### src/logic/timer_defs.vh
`ifndef TIMER_DEFS_VH
`define TIMER_DEFS_VH

// ------------------------------------------------------------
// register byte addresses
// ------------------------------------------------------------
`define ADDR_CONTROL 8'h00
`define ADDR_GATE 8'h04
`define ADDR_CNT_LO 8'h08
`define ADDR_CNT_HI 8'h0C
`define ADDR_IRQ 8'h10
`define ADDR_SOURCE 8'h14
`define ADDR_COMPARE 8'h18
`define ADDR_CAPTURE 8'h1C

// ------------------------------------------------------------
// timer_control fields
// ------------------------------------------------------------
`define CTL_ON 0
`define CTL_WIDE 1
`define CTL_SYNC 2
`define CTL_PS_LO 4
`define CTL_PS_HI 5
`define CTL_RESET 8'h00

// ------------------------------------------------------------
// timer_gate_control fields
// ------------------------------------------------------------
`define GT_EN 7
`define GT_POL 6
`define GT_TGL 5
`define GT_SP 4
`define GT_GO 3
`define GT_VAL 2
`define GT_RESET 4'h0

// ------------------------------------------------------------
// irq_control fields
// ------------------------------------------------------------
`define IRQ_OVF_FLAG 0
`define IRQ_GATE_FLAG 1
`define IRQ_OVF_EN 2
`define IRQ_GATE_EN 3
`define IRQ_PERIPH_EN 4
`define IRQ_GLOBAL_EN 5

// ------------------------------------------------------------
// timer_source fields and codes
// ------------------------------------------------------------
`define SRC_LO 0
`define SRC_HI 1
`define SRC_TRIG_EN 4
`define SRC_SYS 2'h0
`define SRC_SYS4 2'h1
`define SRC_EXT 2'h2

// ------------------------------------------------------------
// prescale codes and limits
// ------------------------------------------------------------
`define PS_DIV1 2'h0
`define PS_DIV2 2'h1
`define PS_DIV4 2'h2
`define PS_DIV8 2'h3
`define PS_LIM1 3'h0
`define PS_LIM2 3'h1
`define PS_LIM4 3'h3
`define PS_LIM8 3'h7

// ------------------------------------------------------------
// misc
// ------------------------------------------------------------
`define CNT_MAX 16'hFFFF
`define CNT_ZERO 16'h0000
`define DIV4_LAST 2'h3
`define RESP_OKAY 2'h0
`define RESP_SLVERR 2'h2

`endif

### src/logic/gated_timer.v
// Added by the designer: register access over AXI4-Lite and the register offsets.
`timescale 1ns/10ps
// Overview of operation
// - software sets single-pulse enable, then go; counting starts on next gate edge
// - go bit clears itself on the trailing edge of the measured gate pulse
// - after completion no gate event counts until go is set again
// - clearing single-pulse enable clears go; go reads 1 armed, 0 done or idle
// - toggle plus single-pulse measures one full cycle of the gate source
// - read-only gate level status shows gate value regardless of gate enable
// - gate value falling edge sets gate event flag; enable gates its request
// - 16-bit counter wraps FFFF to 0000 and sets overflow flag
// - overflow request needs timer on, overflow, peripheral and global enables
// - in sleep counting continues only unsynchronized from the external source
// - overflow in sleep raises wake; service request still needs global enable
// - current count is copied to capture register on capture event
// - compare event when compare pair equals the count
// - compare trigger clears counter without setting overflow flag
// - software counter write beats a simultaneous trigger clear
// - prescale 11 div 8, 10 div 4, 01 div 2, 00 div 1
// - sync bit ignored for system clock sources, else 1 means unsynchronized
// - wide access bit set buffers the high byte, clear accesses it directly
// - timer-on enables counting; clearing it stops counter and clears toggle flop
// - gate enable ignored while off; when on it lets the gate control counting
// - gate polarity 1 counts while gate high, 0 while gate low
// - toggle flop flips on gate rising edge; held clear when toggle disabled
// - buffered mode: low read loads high buffer, low write loads buffered high
// - buffered mode: high write leaves prescaler, only low write clears it
`include "timer_defs.vh"

module gated_timer #(
  parameter AW = 8
) (
  // clock and reset
  input wire mclk,
  input wire rst_b,
  // axi4-lite write address
  input wire [AW-1:0] s_awaddr,
  input wire s_awvalid,
  output reg s_awready,
  // axi4-lite write data
  input wire [31:0] s_wdata,
  input wire [3:0] s_wstrb,
  input wire s_wvalid,
  output reg s_wready,
  // axi4-lite write response
  output reg [1:0] s_bresp,
  output reg s_bvalid,
  input wire s_bready,
  // axi4-lite read
  input wire [AW-1:0] s_araddr,
  input wire s_arvalid,
  output reg s_arready,
  output reg [31:0] s_rdata,
  output reg [1:0] s_rresp,
  output reg s_rvalid,
  input wire s_rready,
  // pins
  input wire ext_clk_in,
  input wire gate_in,
  input wire capture_in,
  // system
  input wire sleep_mode,
  // outputs
  output reg [15:0] count_value,
  output reg [15:0] capture_value,
  output reg compare_event,
  output reg overflow_irq,
  output reg gate_irq,
  output reg wake_req
);

  // ------------------------------------------------------------
  // bus slave
  // ------------------------------------------------------------
  reg aw_full_reg;
  reg w_full_reg;
  reg [AW-1:0] aw_addr_reg;
  reg [31:0] w_data_reg;
  reg [3:0] w_strb_reg;
  reg [31:0] rd_data;
  reg rd_hit;
  wire wr_fire;
  wire rd_fire;
  wire wr_hit;
  wire wr_lo;
  wire wr_hi;
  wire wr_ctl;
  wire wr_gate;
  wire wr_irq;
  wire wr_src;
  wire wr_cmp;
  wire rd_lo;

  assign wr_fire = aw_full_reg & w_full_reg & ~s_bvalid;
  assign rd_fire = s_arvalid & s_arready;
  assign wr_ctl = wr_fire & w_strb_reg[0] & (aw_addr_reg == `ADDR_CONTROL);
  assign wr_gate = wr_fire & w_strb_reg[0] & (aw_addr_reg == `ADDR_GATE);
  assign wr_lo = wr_fire & w_strb_reg[0] & (aw_addr_reg == `ADDR_CNT_LO);
  assign wr_hi = wr_fire & w_strb_reg[0] & (aw_addr_reg == `ADDR_CNT_HI);
  assign wr_irq = wr_fire & w_strb_reg[0] & (aw_addr_reg == `ADDR_IRQ);
  assign wr_src = wr_fire & w_strb_reg[0] & (aw_addr_reg == `ADDR_SOURCE);
  assign wr_cmp = wr_fire & (aw_addr_reg == `ADDR_COMPARE);
  assign rd_lo = rd_fire & (s_araddr == `ADDR_CNT_LO);
  assign wr_hit = (aw_addr_reg == `ADDR_CONTROL) | (aw_addr_reg == `ADDR_GATE) |
                  (aw_addr_reg == `ADDR_CNT_LO) | (aw_addr_reg == `ADDR_CNT_HI) |
                  (aw_addr_reg == `ADDR_IRQ) | (aw_addr_reg == `ADDR_SOURCE) |
                  (aw_addr_reg == `ADDR_COMPARE) | (aw_addr_reg == `ADDR_CAPTURE);

  // address and data taken in either order, response after both
  always @(posedge mclk or negedge rst_b) begin
    if (!rst_b) begin
      aw_full_reg <= 1'b0;
      w_full_reg <= 1'b0;
      aw_addr_reg <= {AW{1'b0}};
      w_data_reg <= 32'h00000000;
      w_strb_reg <= 4'h0;
      s_awready <= 1'b0;
      s_wready <= 1'b0;
      s_bvalid <= 1'b0;
      s_bresp <= `RESP_OKAY;
      s_arready <= 1'b0;
      s_rvalid <= 1'b0;
      s_rdata <= 32'h00000000;
      s_rresp <= `RESP_OKAY;
    end else begin
      if (s_awvalid & s_awready) begin
        aw_full_reg <= 1'b1;
        aw_addr_reg <= s_awaddr;
        s_awready <= 1'b0;
      end else if (s_bvalid & s_bready) begin
        aw_full_reg <= 1'b0;
        s_awready <= 1'b1;
      end else begin
        s_awready <= ~aw_full_reg;
      end
      if (s_wvalid & s_wready) begin
        w_full_reg <= 1'b1;
        w_data_reg <= s_wdata;
        w_strb_reg <= s_wstrb;
        s_wready <= 1'b0;
      end else if (s_bvalid & s_bready) begin
        w_full_reg <= 1'b0;
        s_wready <= 1'b1;
      end else begin
        s_wready <= ~w_full_reg;
      end
      if (wr_fire) begin
        s_bvalid <= 1'b1;
        s_bresp <= wr_hit ? `RESP_OKAY : `RESP_SLVERR;
      end else if (s_bready) begin
        s_bvalid <= 1'b0;
      end
      if (rd_fire) begin
        s_arready <= 1'b0;
        s_rvalid <= 1'b1;
        s_rdata <= rd_data;
        s_rresp <= rd_hit ? `RESP_OKAY : `RESP_SLVERR;
      end else if (s_rvalid & s_rready) begin
        s_rvalid <= 1'b0;
        s_arready <= 1'b1;
      end else begin
        s_arready <= ~s_rvalid;
      end
    end
  end

  // ------------------------------------------------------------
  // pin synchronisers
  // ------------------------------------------------------------
  reg [2:0] ext_sync_reg;
  reg [2:0] gate_sync_reg;
  reg [2:0] cap_sync_reg;

  always @(posedge mclk or negedge rst_b) begin
    if (!rst_b) begin
      ext_sync_reg <= 3'h0;
      gate_sync_reg <= 3'h0;
      cap_sync_reg <= 3'h0;
    end else begin
      ext_sync_reg <= {ext_sync_reg[1:0], ext_clk_in};
      gate_sync_reg <= {gate_sync_reg[1:0], gate_in};
      cap_sync_reg <= {cap_sync_reg[1:0], capture_in};
    end
  end

  wire ext_rise = ext_sync_reg[1] & ~ext_sync_reg[2];
  wire gate_pin = gate_sync_reg[1];
  wire gate_rise = gate_sync_reg[1] & ~gate_sync_reg[2];
  wire cap_rise = cap_sync_reg[1] & ~cap_sync_reg[2];

  // ------------------------------------------------------------
  // control registers
  // ------------------------------------------------------------
  reg timer_on_reg;
  reg wide_access_buffer_enable_reg;
  reg sync_bypass_reg;
  reg [1:0] prescale_select_reg;
  reg gate_enable_reg;
  reg gate_polarity_reg;
  reg gate_toggle_enable_reg;
  reg single_pulse_enable_reg;
  reg pulse_acquire_go_status_reg;
  reg overflow_irq_enable_reg;
  reg gate_event_irq_enable_reg;
  reg peripheral_irq_enable_reg;
  reg global_irq_enable_reg;
  reg [1:0] clock_source_reg;
  reg trigger_enable_reg;
  reg [15:0] compare_reg;
  reg [15:0] count_reg;
  reg [7:0] high_buffer_reg;
  reg overflow_flag_reg;
  reg gate_event_flag_reg;
  reg toggle_reg;
  reg pulse_run_reg;
  reg pol_prev_reg;
  reg gate_value_prev_reg;
  reg compare_eq_prev_reg;
  reg [2:0] ps_cnt_reg;
  reg [1:0] div4_reg;
  reg [2:0] ps_limit;
  reg src_tick;

  // ------------------------------------------------------------
  // gate path
  // ------------------------------------------------------------
  wire gate_sel = gate_toggle_enable_reg ? toggle_reg : gate_pin;
  wire gate_pol = gate_polarity_reg ? gate_sel : ~gate_sel;
  wire pulse_start = pulse_acquire_go_status_reg & ~pulse_run_reg & gate_pol & ~pol_prev_reg;
  wire pulse_end = pulse_run_reg & ~gate_pol;
  // single-pulse passes only the one armed pulse
  wire gate_level_signal = single_pulse_enable_reg ? (pulse_run_reg & gate_pol) : gate_pol;

  // ------------------------------------------------------------
  // count tick
  // ------------------------------------------------------------
  // pin clock is always sampled; unsynchronized mode only changes sleep behaviour
  always @* begin
    case (clock_source_reg)
      `SRC_SYS: src_tick = 1'b1;
      `SRC_SYS4: src_tick = (div4_reg == `DIV4_LAST);
      `SRC_EXT: src_tick = ext_rise;
      default: src_tick = 1'b0;
    endcase
    case (prescale_select_reg)
      `PS_DIV1: ps_limit = `PS_LIM1;
      `PS_DIV2: ps_limit = `PS_LIM2;
      `PS_DIV4: ps_limit = `PS_LIM4;
      default: ps_limit = `PS_LIM8;
    endcase
  end

  wire ext_async = (clock_source_reg == `SRC_EXT) & sync_bypass_reg;
  wire sleep_ok = ~sleep_mode | ext_async;
  wire ps_tick = src_tick & (ps_cnt_reg == ps_limit);
  wire count_en = timer_on_reg & sleep_ok & (~gate_enable_reg | gate_level_signal);
  wire inc = ps_tick & count_en;
  wire ps_clear = wr_lo | (wr_hi & ~wide_access_buffer_enable_reg);
  wire compare_eq = (count_reg == compare_reg);
  wire trig_clear = trigger_enable_reg & compare_event;
  // a load or trigger clear in the wrap cycle replaces the increment, so no overflow
  wire count_load = wr_lo | (wr_hi & ~wide_access_buffer_enable_reg) | trig_clear;
  wire wrap = inc & (count_reg == `CNT_MAX) & ~count_load;

  // ------------------------------------------------------------
  // timer core
  // ------------------------------------------------------------
  always @(posedge mclk or negedge rst_b) begin
    if (!rst_b) begin
      div4_reg <= 2'h0;
      ps_cnt_reg <= 3'h0;
      count_reg <= `CNT_ZERO;
      high_buffer_reg <= 8'h00;
      toggle_reg <= 1'b0;
      pulse_run_reg <= 1'b0;
      pol_prev_reg <= 1'b0;
      gate_value_prev_reg <= 1'b0;
      compare_eq_prev_reg <= 1'b0;
    end else begin
      div4_reg <= div4_reg + 2'h1;
      if (ps_clear) begin
        ps_cnt_reg <= 3'h0;
      end else if (src_tick & timer_on_reg & sleep_ok) begin
        ps_cnt_reg <= ps_tick ? 3'h0 : ps_cnt_reg + 3'h1;
      end
      if (wr_lo) begin
        count_reg <= {(wide_access_buffer_enable_reg ? high_buffer_reg : count_reg[15:8]),
                      w_data_reg[7:0]};
      end else if (wr_hi & ~wide_access_buffer_enable_reg) begin
        count_reg <= {w_data_reg[7:0], count_reg[7:0]};
      end else if (trig_clear) begin
        count_reg <= `CNT_ZERO;
      end else if (inc) begin
        count_reg <= count_reg + 16'h0001;
      end
      if (rd_lo & wide_access_buffer_enable_reg) begin
        high_buffer_reg <= count_reg[15:8];
      end else if (wr_hi & wide_access_buffer_enable_reg) begin
        high_buffer_reg <= w_data_reg[7:0];
      end
      if (~timer_on_reg | ~gate_toggle_enable_reg) begin
        toggle_reg <= 1'b0;
      end else if (gate_rise) begin
        toggle_reg <= ~toggle_reg;
      end
      if (~pulse_acquire_go_status_reg | pulse_end) begin
        pulse_run_reg <= 1'b0;
      end else if (pulse_start) begin
        pulse_run_reg <= 1'b1;
      end
      pol_prev_reg <= gate_pol;
      gate_value_prev_reg <= gate_level_signal;
      compare_eq_prev_reg <= compare_eq;
    end
  end

  // ------------------------------------------------------------
  // software registers and flags
  // ------------------------------------------------------------
  always @(posedge mclk or negedge rst_b) begin
    if (!rst_b) begin
      timer_on_reg <= 1'b0;
      wide_access_buffer_enable_reg <= 1'b0;
      sync_bypass_reg <= 1'b0;
      prescale_select_reg <= `PS_DIV1;
      gate_enable_reg <= 1'b0;
      gate_polarity_reg <= 1'b0;
      gate_toggle_enable_reg <= 1'b0;
      single_pulse_enable_reg <= 1'b0;
      pulse_acquire_go_status_reg <= 1'b0;
      overflow_irq_enable_reg <= 1'b0;
      gate_event_irq_enable_reg <= 1'b0;
      peripheral_irq_enable_reg <= 1'b0;
      global_irq_enable_reg <= 1'b0;
      clock_source_reg <= `SRC_SYS;
      trigger_enable_reg <= 1'b0;
      compare_reg <= `CNT_ZERO;
      overflow_flag_reg <= 1'b0;
      gate_event_flag_reg <= 1'b0;
    end else begin
      if (wr_ctl) begin
        timer_on_reg <= w_data_reg[`CTL_ON];
        wide_access_buffer_enable_reg <= w_data_reg[`CTL_WIDE];
        sync_bypass_reg <= w_data_reg[`CTL_SYNC];
        prescale_select_reg <= w_data_reg[`CTL_PS_HI:`CTL_PS_LO];
      end
      if (wr_gate) begin
        gate_enable_reg <= w_data_reg[`GT_EN];
        gate_polarity_reg <= w_data_reg[`GT_POL];
        gate_toggle_enable_reg <= w_data_reg[`GT_TGL];
        single_pulse_enable_reg <= w_data_reg[`GT_SP];
        // go only arms while single-pulse stays enabled
        pulse_acquire_go_status_reg <= w_data_reg[`GT_SP] & w_data_reg[`GT_GO];
      end else if (~single_pulse_enable_reg | pulse_end) begin
        pulse_acquire_go_status_reg <= 1'b0;
      end
      if (wr_irq) begin
        overflow_irq_enable_reg <= w_data_reg[`IRQ_OVF_EN];
        gate_event_irq_enable_reg <= w_data_reg[`IRQ_GATE_EN];
        peripheral_irq_enable_reg <= w_data_reg[`IRQ_PERIPH_EN];
        global_irq_enable_reg <= w_data_reg[`IRQ_GLOBAL_EN];
      end
      if (wr_src) begin
        clock_source_reg <= w_data_reg[`SRC_HI:`SRC_LO];
        trigger_enable_reg <= w_data_reg[`SRC_TRIG_EN];
      end
      if (wr_cmp & w_strb_reg[0]) begin
        compare_reg[7:0] <= w_data_reg[7:0];
      end
      if (wr_cmp & w_strb_reg[1]) begin
        compare_reg[15:8] <= w_data_reg[15:8];
      end
      // write one clears; a same-cycle event wins
      if (wrap) begin
        overflow_flag_reg <= 1'b1;
      end else if (wr_irq & w_data_reg[`IRQ_OVF_FLAG]) begin
        overflow_flag_reg <= 1'b0;
      end
      if (gate_value_prev_reg & ~gate_level_signal) begin
        gate_event_flag_reg <= 1'b1;
      end else if (wr_irq & w_data_reg[`IRQ_GATE_FLAG]) begin
        gate_event_flag_reg <= 1'b0;
      end
    end
  end

  // ------------------------------------------------------------
  // read mux
  // ------------------------------------------------------------
  always @* begin
    rd_data = 32'h00000000;
    rd_hit = 1'b1;
    case (s_araddr)
      `ADDR_CONTROL: begin
        rd_data[`CTL_ON] = timer_on_reg;
        rd_data[`CTL_WIDE] = wide_access_buffer_enable_reg;
        rd_data[`CTL_SYNC] = sync_bypass_reg;
        rd_data[`CTL_PS_HI:`CTL_PS_LO] = prescale_select_reg;
      end
      `ADDR_GATE: begin
        rd_data[`GT_EN] = gate_enable_reg;
        rd_data[`GT_POL] = gate_polarity_reg;
        rd_data[`GT_TGL] = gate_toggle_enable_reg;
        rd_data[`GT_SP] = single_pulse_enable_reg;
        rd_data[`GT_GO] = pulse_acquire_go_status_reg;
        rd_data[`GT_VAL] = gate_level_signal;
      end
      `ADDR_CNT_LO: rd_data[7:0] = count_reg[7:0];
      `ADDR_CNT_HI: rd_data[7:0] = wide_access_buffer_enable_reg ? high_buffer_reg : count_reg[15:8];
      `ADDR_IRQ: begin
        rd_data[`IRQ_OVF_FLAG] = overflow_flag_reg;
        rd_data[`IRQ_GATE_FLAG] = gate_event_flag_reg;
        rd_data[`IRQ_OVF_EN] = overflow_irq_enable_reg;
        rd_data[`IRQ_GATE_EN] = gate_event_irq_enable_reg;
        rd_data[`IRQ_PERIPH_EN] = peripheral_irq_enable_reg;
        rd_data[`IRQ_GLOBAL_EN] = global_irq_enable_reg;
      end
      `ADDR_SOURCE: begin
        rd_data[`SRC_HI:`SRC_LO] = clock_source_reg;
        rd_data[`SRC_TRIG_EN] = trigger_enable_reg;
      end
      `ADDR_COMPARE: rd_data[15:0] = compare_reg;
      `ADDR_CAPTURE: rd_data[15:0] = capture_value;
      default: rd_hit = 1'b0;
    endcase
  end

  // ------------------------------------------------------------
  // outputs
  // ------------------------------------------------------------
  always @(posedge mclk or negedge rst_b) begin
    if (!rst_b) begin
      count_value <= `CNT_ZERO;
      capture_value <= `CNT_ZERO;
      compare_event <= 1'b0;
      overflow_irq <= 1'b0;
      gate_irq <= 1'b0;
      wake_req <= 1'b0;
    end else begin
      count_value <= count_reg;
      if (cap_rise) begin
        capture_value <= count_reg;
      end
      compare_event <= compare_eq & ~compare_eq_prev_reg;
      overflow_irq <= overflow_flag_reg & timer_on_reg & overflow_irq_enable_reg &
                      peripheral_irq_enable_reg & global_irq_enable_reg;
      gate_irq <= gate_event_flag_reg & gate_event_irq_enable_reg &
                  peripheral_irq_enable_reg & global_irq_enable_reg;
      // wake needs no global enable; vectoring still does
      wake_req <= sleep_mode & overflow_flag_reg & timer_on_reg &
                  overflow_irq_enable_reg & peripheral_irq_enable_reg;
    end
  end

endmodule // gated_timer

### config.mk
export PLATFORM = sky130hd
export DESIGN_NAME = gated_timer
export DESIGN_NICKNAME = d
export VERILOG_FILES = /design/src/logic/gated_timer.v
export VERILOG_INCLUDE_DIRS = /design/src /design/src/logic
export SDC_FILE = /design/constraint.sdc
export NUM_CORES = 1
export LEC_CHECK = 0
export ABC_CLOCK_PERIOD_IN_PS = 2510
export CELL_PAD_IN_SITES_DETAIL_PLACEMENT = 1
export CELL_PAD_IN_SITES_GLOBAL_PLACEMENT = 1
export CORE_MARGIN = 2
export CORE_UTILIZATION = 48
export CTS_CLUSTER_DIAMETER = 30
export DETAILED_ROUTE_END_ITERATION = 10
export DONT_BUFFER_PORTS = 1
export GPL_TIMING_DRIVEN = 0
export PLACE_DENSITY = 0.88
export SYNTH_ARGS = -nofsm -noshare
export SYNTH_HDL_FRONTEND = slang
export SYNTH_SLANG_ARGS = --single-unit
export TNS_END_PERCENT = 5
### constraint.sdc
create_clock -name mclk -period 2.51 [get_ports mclk]
set_input_delay 0.251 -clock mclk [delete_from_list [all_inputs] [get_ports mclk]]
set_output_delay 0.251 -clock mclk [all_outputs]
set_load 0.05 [all_outputs]
# Yosys cells after proc, flatten, opt, wreduce, memory -nomap -nowiden
# Cells that the tools add are included.
dict set report totals {
  word_cells 235
  register_bits 167
  in_bits 63
}
dict set report op_classes {
  bitwise_logic 91
  n_reduce_logical 19
  eq_ne 23
  addsub 3
  mux 48
}
# cell count
set op_table {}
lappend op_table {{== test 8 x 5 -> 1 bit, second input constant} 8}
lappend op_table {{two-way mux 16 bit} 4}
lappend op_table {{bitwise AND 1 bit} 55}
lappend op_table {{== test 8 x 4 -> 1 bit, second input constant} 4}
lappend op_table {{two-way mux 1 bit} 27}
lappend op_table {{two-way mux 8 bit} 3}
lappend op_table {{NOT 1 bit} 22}
lappend op_table {{nonzero test 2 bit} 11}
lappend op_table {{adder 16 x 1 -> 16 bit, second input constant} 1}
lappend op_table {{== test 16 bit} 1}
lappend op_table {{== test 16 bit, second input constant} 1}
lappend op_table {{== test 8 x 3 -> 1 bit, second input constant} 2}
lappend op_table {{logical NOT 8 bit} 2}
lappend op_table {{case mux 8 bit (2 select lines)} 1}
lappend op_table {{bitwise OR 1 bit} 14}
lappend op_table {{case mux 1 bit (7 select lines)} 2}
lappend op_table {{case mux 2 bit (7 select lines)} 1}
lappend op_table {{case mux 2 bit (5 select lines)} 1}
lappend op_table {{two-way mux 3 bit} 3}
lappend op_table {{case mux 3 bit (3 select lines)} 1}
lappend op_table {{case mux 1 bit (8 select lines)} 1}
lappend op_table {{OR reduction 8 bit} 1}
lappend op_table {{== test 2 bit, second input constant} 3}
lappend op_table {{case mux 1 bit (6 select lines)} 1}
lappend op_table {{11 further kinds} 14}

# Logic depth before layout (Yosys ltp)
dict set report logic_depth {
  word_depth 12
  depth_mapped 8
  depth_no_buf 7
}

# Worst setup path before layout
# Ideal clock, no wire load.
dict set report synth_path {
  path_type {reg2reg}
  from {reg s_bvalid}
  to {reg count_reg[14]}
  required_time_ps 2383
  stages_incl_launch_ff 7
  setup_slack_ps 385
  n_path_buf 1
  arrival_ps 1999
  path_cell_list {dfrtp_1 > and3b_1 > and4_1 > a21boi_1 > clkbuf_1 > a22oi_1 > o2bb2a_1}
}
dict set report synth_between {
  elab_chain_len 7
}
# item line_no
set synth_rtl {}
lappend synth_rtl {{from (decl)} gated_timer.v:47} ;# output reg s_bvalid,
lappend synth_rtl {{from (signal assigned)} gated_timer.v:119} ;# s_bvalid <= 1'b0;
lappend synth_rtl {{from (signal assigned)} gated_timer.v:148} ;# s_bvalid <= 1'b1;
lappend synth_rtl {{from (signal assigned)} gated_timer.v:151} ;# s_bvalid <= 1'b0;
lappend synth_rtl {{NOT 1 bit (*)} gated_timer.v:94} ;# assign wr_fire = aw_full_reg & w_full_reg & ~s_bvalid;
lappend synth_rtl {{bitwise AND 1 bit (*)} gated_timer.v:94}
lappend synth_rtl {{bitwise AND 1 bit (*)} {gated_timer.v:98, gated_timer.v:99}}
lappend synth_rtl {{bitwise AND 1 bit} gated_timer.v:99} ;# assign wr_hi = wr_fire & w_strb_reg[0] & (aw_addr_reg == `ADDR_CNT_HI);
lappend synth_rtl {{bitwise AND 1 bit} gated_timer.v:289} ;# end else if (wr_hi & ~wide_access_buffer_enable_reg) begin
lappend synth_rtl {{two-way mux 16 bit} gated_timer.v:289}
lappend synth_rtl {{two-way mux 16 bit} gated_timer.v:286} ;# if (wr_lo) begin
lappend synth_rtl {{to (signal assigned)} gated_timer.v:287} ;# count_reg <= {(wide_access_buffer_enable_reg ? high_buffer_reg : count_reg[15:8]),
lappend synth_rtl {{to (signal assigned)} gated_timer.v:290} ;# count_reg <= {w_data_reg[7:0], count_reg[7:0]};
lappend synth_rtl {{to (signal assigned)} gated_timer.v:292} ;# count_reg <= `CNT_ZERO;
lappend synth_rtl {{to (decl)} gated_timer.v:210} ;# reg [15:0] count_reg;
# Mark *: on every way between the ends. The rest lies on a longest branch, timed or not. The select of a mux whose other input is x is not followed.
# A chain may end at the register's enable or synchronous reset.

# Worst setup path after layout
# Ends and elaborated chain as after synthesis.

==> flow_metrics.py <==
metrics = {
    "logic_synthesis": {
        "synth_top_cell_area_share_pct": 54.1,
        "yosys_warnings": 0,
        "synth_cells": 688,
        "synth_commonest_cells": "dfrtp_1 (165), mux2_2 (73), nand2_1 (62)",
        "synth_edf_count": 0,
        "synth_cell_types": 70,
        "ys_seq_elements": 165,
        "synth_area_sq_mm": 0.00763,
        "synth.most_common_cell": "dfrtp_1",
        "avgSynthCellArea_sq_um": 11.1,
        "synth_top_cell_by_area": "dfrtp_1",
        "async_flop_share_pct": 100,
        "synth_ff_type": "dfrtp_1",
        "synth.area.top_cells": "dfrtp_1 (54%), mux2_2 (11%), nand2_1 (3.1%)",
        "yosysSeqAreaShare_pct": 54.1,
    },
    "timing": {
        "tightest_slew_ps": 702,
        "setup_violations": 0,
        "clock-skew-final_ps": 12.5,
        "setup_tns_ps": 0,
        "relSlewSlack_pct": 53.2,
        "fmax_mhz": 417,
        "fin_hold_ws_ps": -488,
        "fin_crit_sh_pct": 95.6,
        "rsz0062_at_grt": "false",
        "hold_viol_final": 165,
        "fin_ws_ps": 110,
        "post-route-min-period_ps": 2400,
        "drv_slew": 0,
    },
    "power": {
        "p_comb_share_pct": 16.8,
        "p_int_uw": 5100,
        "clkPwrFrac_pct": 31.9,
        "power.share.switching_pct": 35.4,
        "p_switching_uw": 2800,
        "peakVddDrop_uv": 675,
        "pwr_density_cell_mw_per_mm2": 891,
        "seqPwrFrac_pct": 51.3,
        "p_leak_uw": 0.00380,
    },
    "worst_setup_path": {
        "cp-start-kind": "register",
        "required_ps": 2820,
        "cp_max_fo": 10,
        "worstPathArrival_ps": 2710,
        "path_class": "reg -> reg",
        "end_kind": "register",
    },
    "finish": {
        "drive_gt1_share_pct": 18.7,
        "num-nets-final": 823,
        "seq_area_sq_mm": 0.00413,
        "multi_input_area_sq_mm": 0.00322,
        "antenna-diode-count": 0,
        "area_delta_synth_final_pct": 16.2,
        "fillerInstances": 1682,
    },
    "floorplan": {
        "fp.dieH_um": 130,
        "rows": 46,
        "core_sq_mm": 0.0157,
        "fp.dieArea_sq_mm": 0.0169,
        "start_util_pct": 48.5,
        "die_w_um": 130,
        "ios": 140,
    },
    "clocking": {
        "cts_sinks": 165,
        "path_clk_slew_ps": 70,
        "holdBufCountCts": 31,
        "cts-buffers-inserted": 17,
        "h-tree-depth": 4,
        "clock_latency_ps": 440,
        "cts_tree": "yes",
        "cts-root-buf": "clkbuf_16",
        "clk_path_buf_depth": 2,
    },
    "drt": {
        "first_iter_violations": 332,
        "vias": 5753,
        "top_layer": "met4",
        "drt-total-wl_um": 22900,
        "ant_nets": 0,
        "wl_per_cell_um": 23.2,
        "wl_met3_um": 1600,
        "wl_met2_um": 11200,
        "drc": 0,
        "wl_met1_um": 9400,
        "drtPass1Iterations": 4,
        "viasPerCell": 5.83,
    },
    "grt": {
        "antenna_found_initial": 0,
        "grt_pass1_vias": 6043,
        "grt_pass1_wl_um": 35100,
        "grt-ovfl-total": 0,
        "grt_usage_pct": 28.0,
        "grt_max_degree": 166,
    },
    "hold_path": {
        "min_path_type": "in -> async",
    },
    "place": {
        "portBuffers": 0,
        "dp_slack_ps": -70.8,
        "dp_hpwl_um": 16200,
        "gp_congestion": 0.922,
    },
    "flow_run": {
        "max-cap-violations": 0,
    },
    "outcome": {
        "status": "finished, violations left",
        "violations": "hold timing",
    },
}
==> power by group through the flow <==
stage          clock (uW)  sequential (uW)  combinational, uW
2_1_floorplan           0             3800                980
4_1_cts              2540             4030               1300
5_1_grt              2660             4100               1440
6_report             2520             4050               1320
3_3_place_gp            0             4040               1160
3_5_place_dp            0             4070               1240
==> repair_timing <==
| action | 4_1_cts | 5_1_grt |
|---|---|---|
| setup buffers | 0 | 2 |
| hold endpoints to repair | 196 | 165 |
| cloned | 0 | 0 |
| pin swaps | 0 | 1 |
| endpoints found under the setup margin | 20 | 2 |
| resized for setup | 4 | 0 |
==> metrics by stage <==
step                      instance area [sq um]  hold WS (ps)  power [uW]  util, %  cells
after global routing                       8860          -511        8210     56.4    986
after detailed placement                   7960         -38.0        5310     50.7    921
final                                      8860          -488        7900     56.4    986
after floorplan                            7690         -44.6        4780        -    705
after CTS                                  8850          -511        7880     56.3    984
after global placement                     7960         -39.0        5200     50.7    921
==> critical path, cell delays in order, from the launching register on <==
cell and delay, ps:
dfrtp_2 560, and3b_1 280, and4_1 250, a21boi_1 250
clkbuf_1 440, a22oi_1 160, o2bb2a_1 320
==> final cells by class <==
type | instances | share of cell area [%]
tap | 216 | 3.05
sequential | 165 | 46.6
clock buffer | 19 | 5.00
multi-input combinational | 467 | 36.3
inverter | 20 | 0.847
timing repair buffer | 33 | 3.67
clock inverter | 13 | 1.37
buffer | 53 | 3.16
==> kinds of logic (layout without fill, tap and decap cells) <==
family / after synthesis / after routing / synth area share (%)
multiplexers: 92 / 92 / 13.5
AND/OR/NAND/NOR: 192 / 192 / 12.1
buffers and inverters: 73 / 138 / 4.66
adder cells (fa/ha/maj): 3 / 3 / 0.492
XOR/XNOR: 18 / 18 / 2.07
flip-flops: 165 / 165 / 54.1
other: 1 / 18 / 0.0492
AO/OA/AOI/OAI: 144 / 144 / 13.0
==> path summary, 6_finish.rpt <==
check / depth (start not counted) / from / end / slack (ps)
hold / removal: 0 / rst_b / aw_addr_reg[4]$_DFFE_PN0P_ / -490
hold reg to reg: 0 / gate_sync_reg[0]$_DFF_PN0_ / gate_sync_reg[1]$_DFF_PN0_ / 360
setup / recovery: 6 / s_bvalid$_DFFE_PN0P_ / count_reg[14]$_DFFE_PN0P_ / 110
min in group mclk: 1 / s_rready / s_rvalid$_DFFE_PN0P_ / 20
max in group asynchronous: 0 / rst_b / count_reg[6]$_DFFE_PN0P_ / 2790
setup reg to reg: 6 / s_bvalid$_DFFE_PN0P_ / count_reg[14]$_DFFE_PN0P_ / 110
==> layout by cell type (no fill, tap or decap), types with 4 or more instances in the layout <==
master | netlist | layout
mux2i_1 | 18 | 18
clkbuf_1 | 26 | 27
buf_2 | 5 | 5
o22ai_1 | 4 | 4
o21ai_0 | 37 | 37
a2bb2oi_1 | 4 | 4
o21ai_1 | 13 | 13
a21oi_1 | 15 | 15
nor3_1 | 7 | 7
o211ai_1 | 4 | 4
a32oi_1 | 5 | 5
a31oi_1 | 4 | 4
nor2_1 | 53 | 51
dlygate4sd3_1 | 0 | 31
a211oi_1 | 5 | 5
dfrtp_1 | 165 | 164
clkbuf_16 | 0 | 17
nand2b_1 | 5 | 5
xnor2_1 | 18 | 18
nor2b_1 | 7 | 7
inv_1 | 19 | 19
buf_4 | 18 | 20
mux2_2 | 73 | 73
inv_6 | 0 | 5
and4_1 | 4 | 4
a22oi_1 | 7 | 7
a221oi_1 | 12 | 12
conb_1 | 1 | 18
and3_1 | 8 | 8
nand3_1 | 14 | 14
nand4_1 | 11 | 11
o2bb2ai_1 | 5 | 5
nand2_1 | 62 | 62
==> routing by layer <==
metal | vias to the layer above | track usage (%)
li1 | 2574 | -
met1 | 2919 | 35.6
met2 | 217 | 46.8
met3 | 43 | 6.27
met4 | 0 | 11.4
met5 | - | 0
Power figures use the tool's default switching activity.
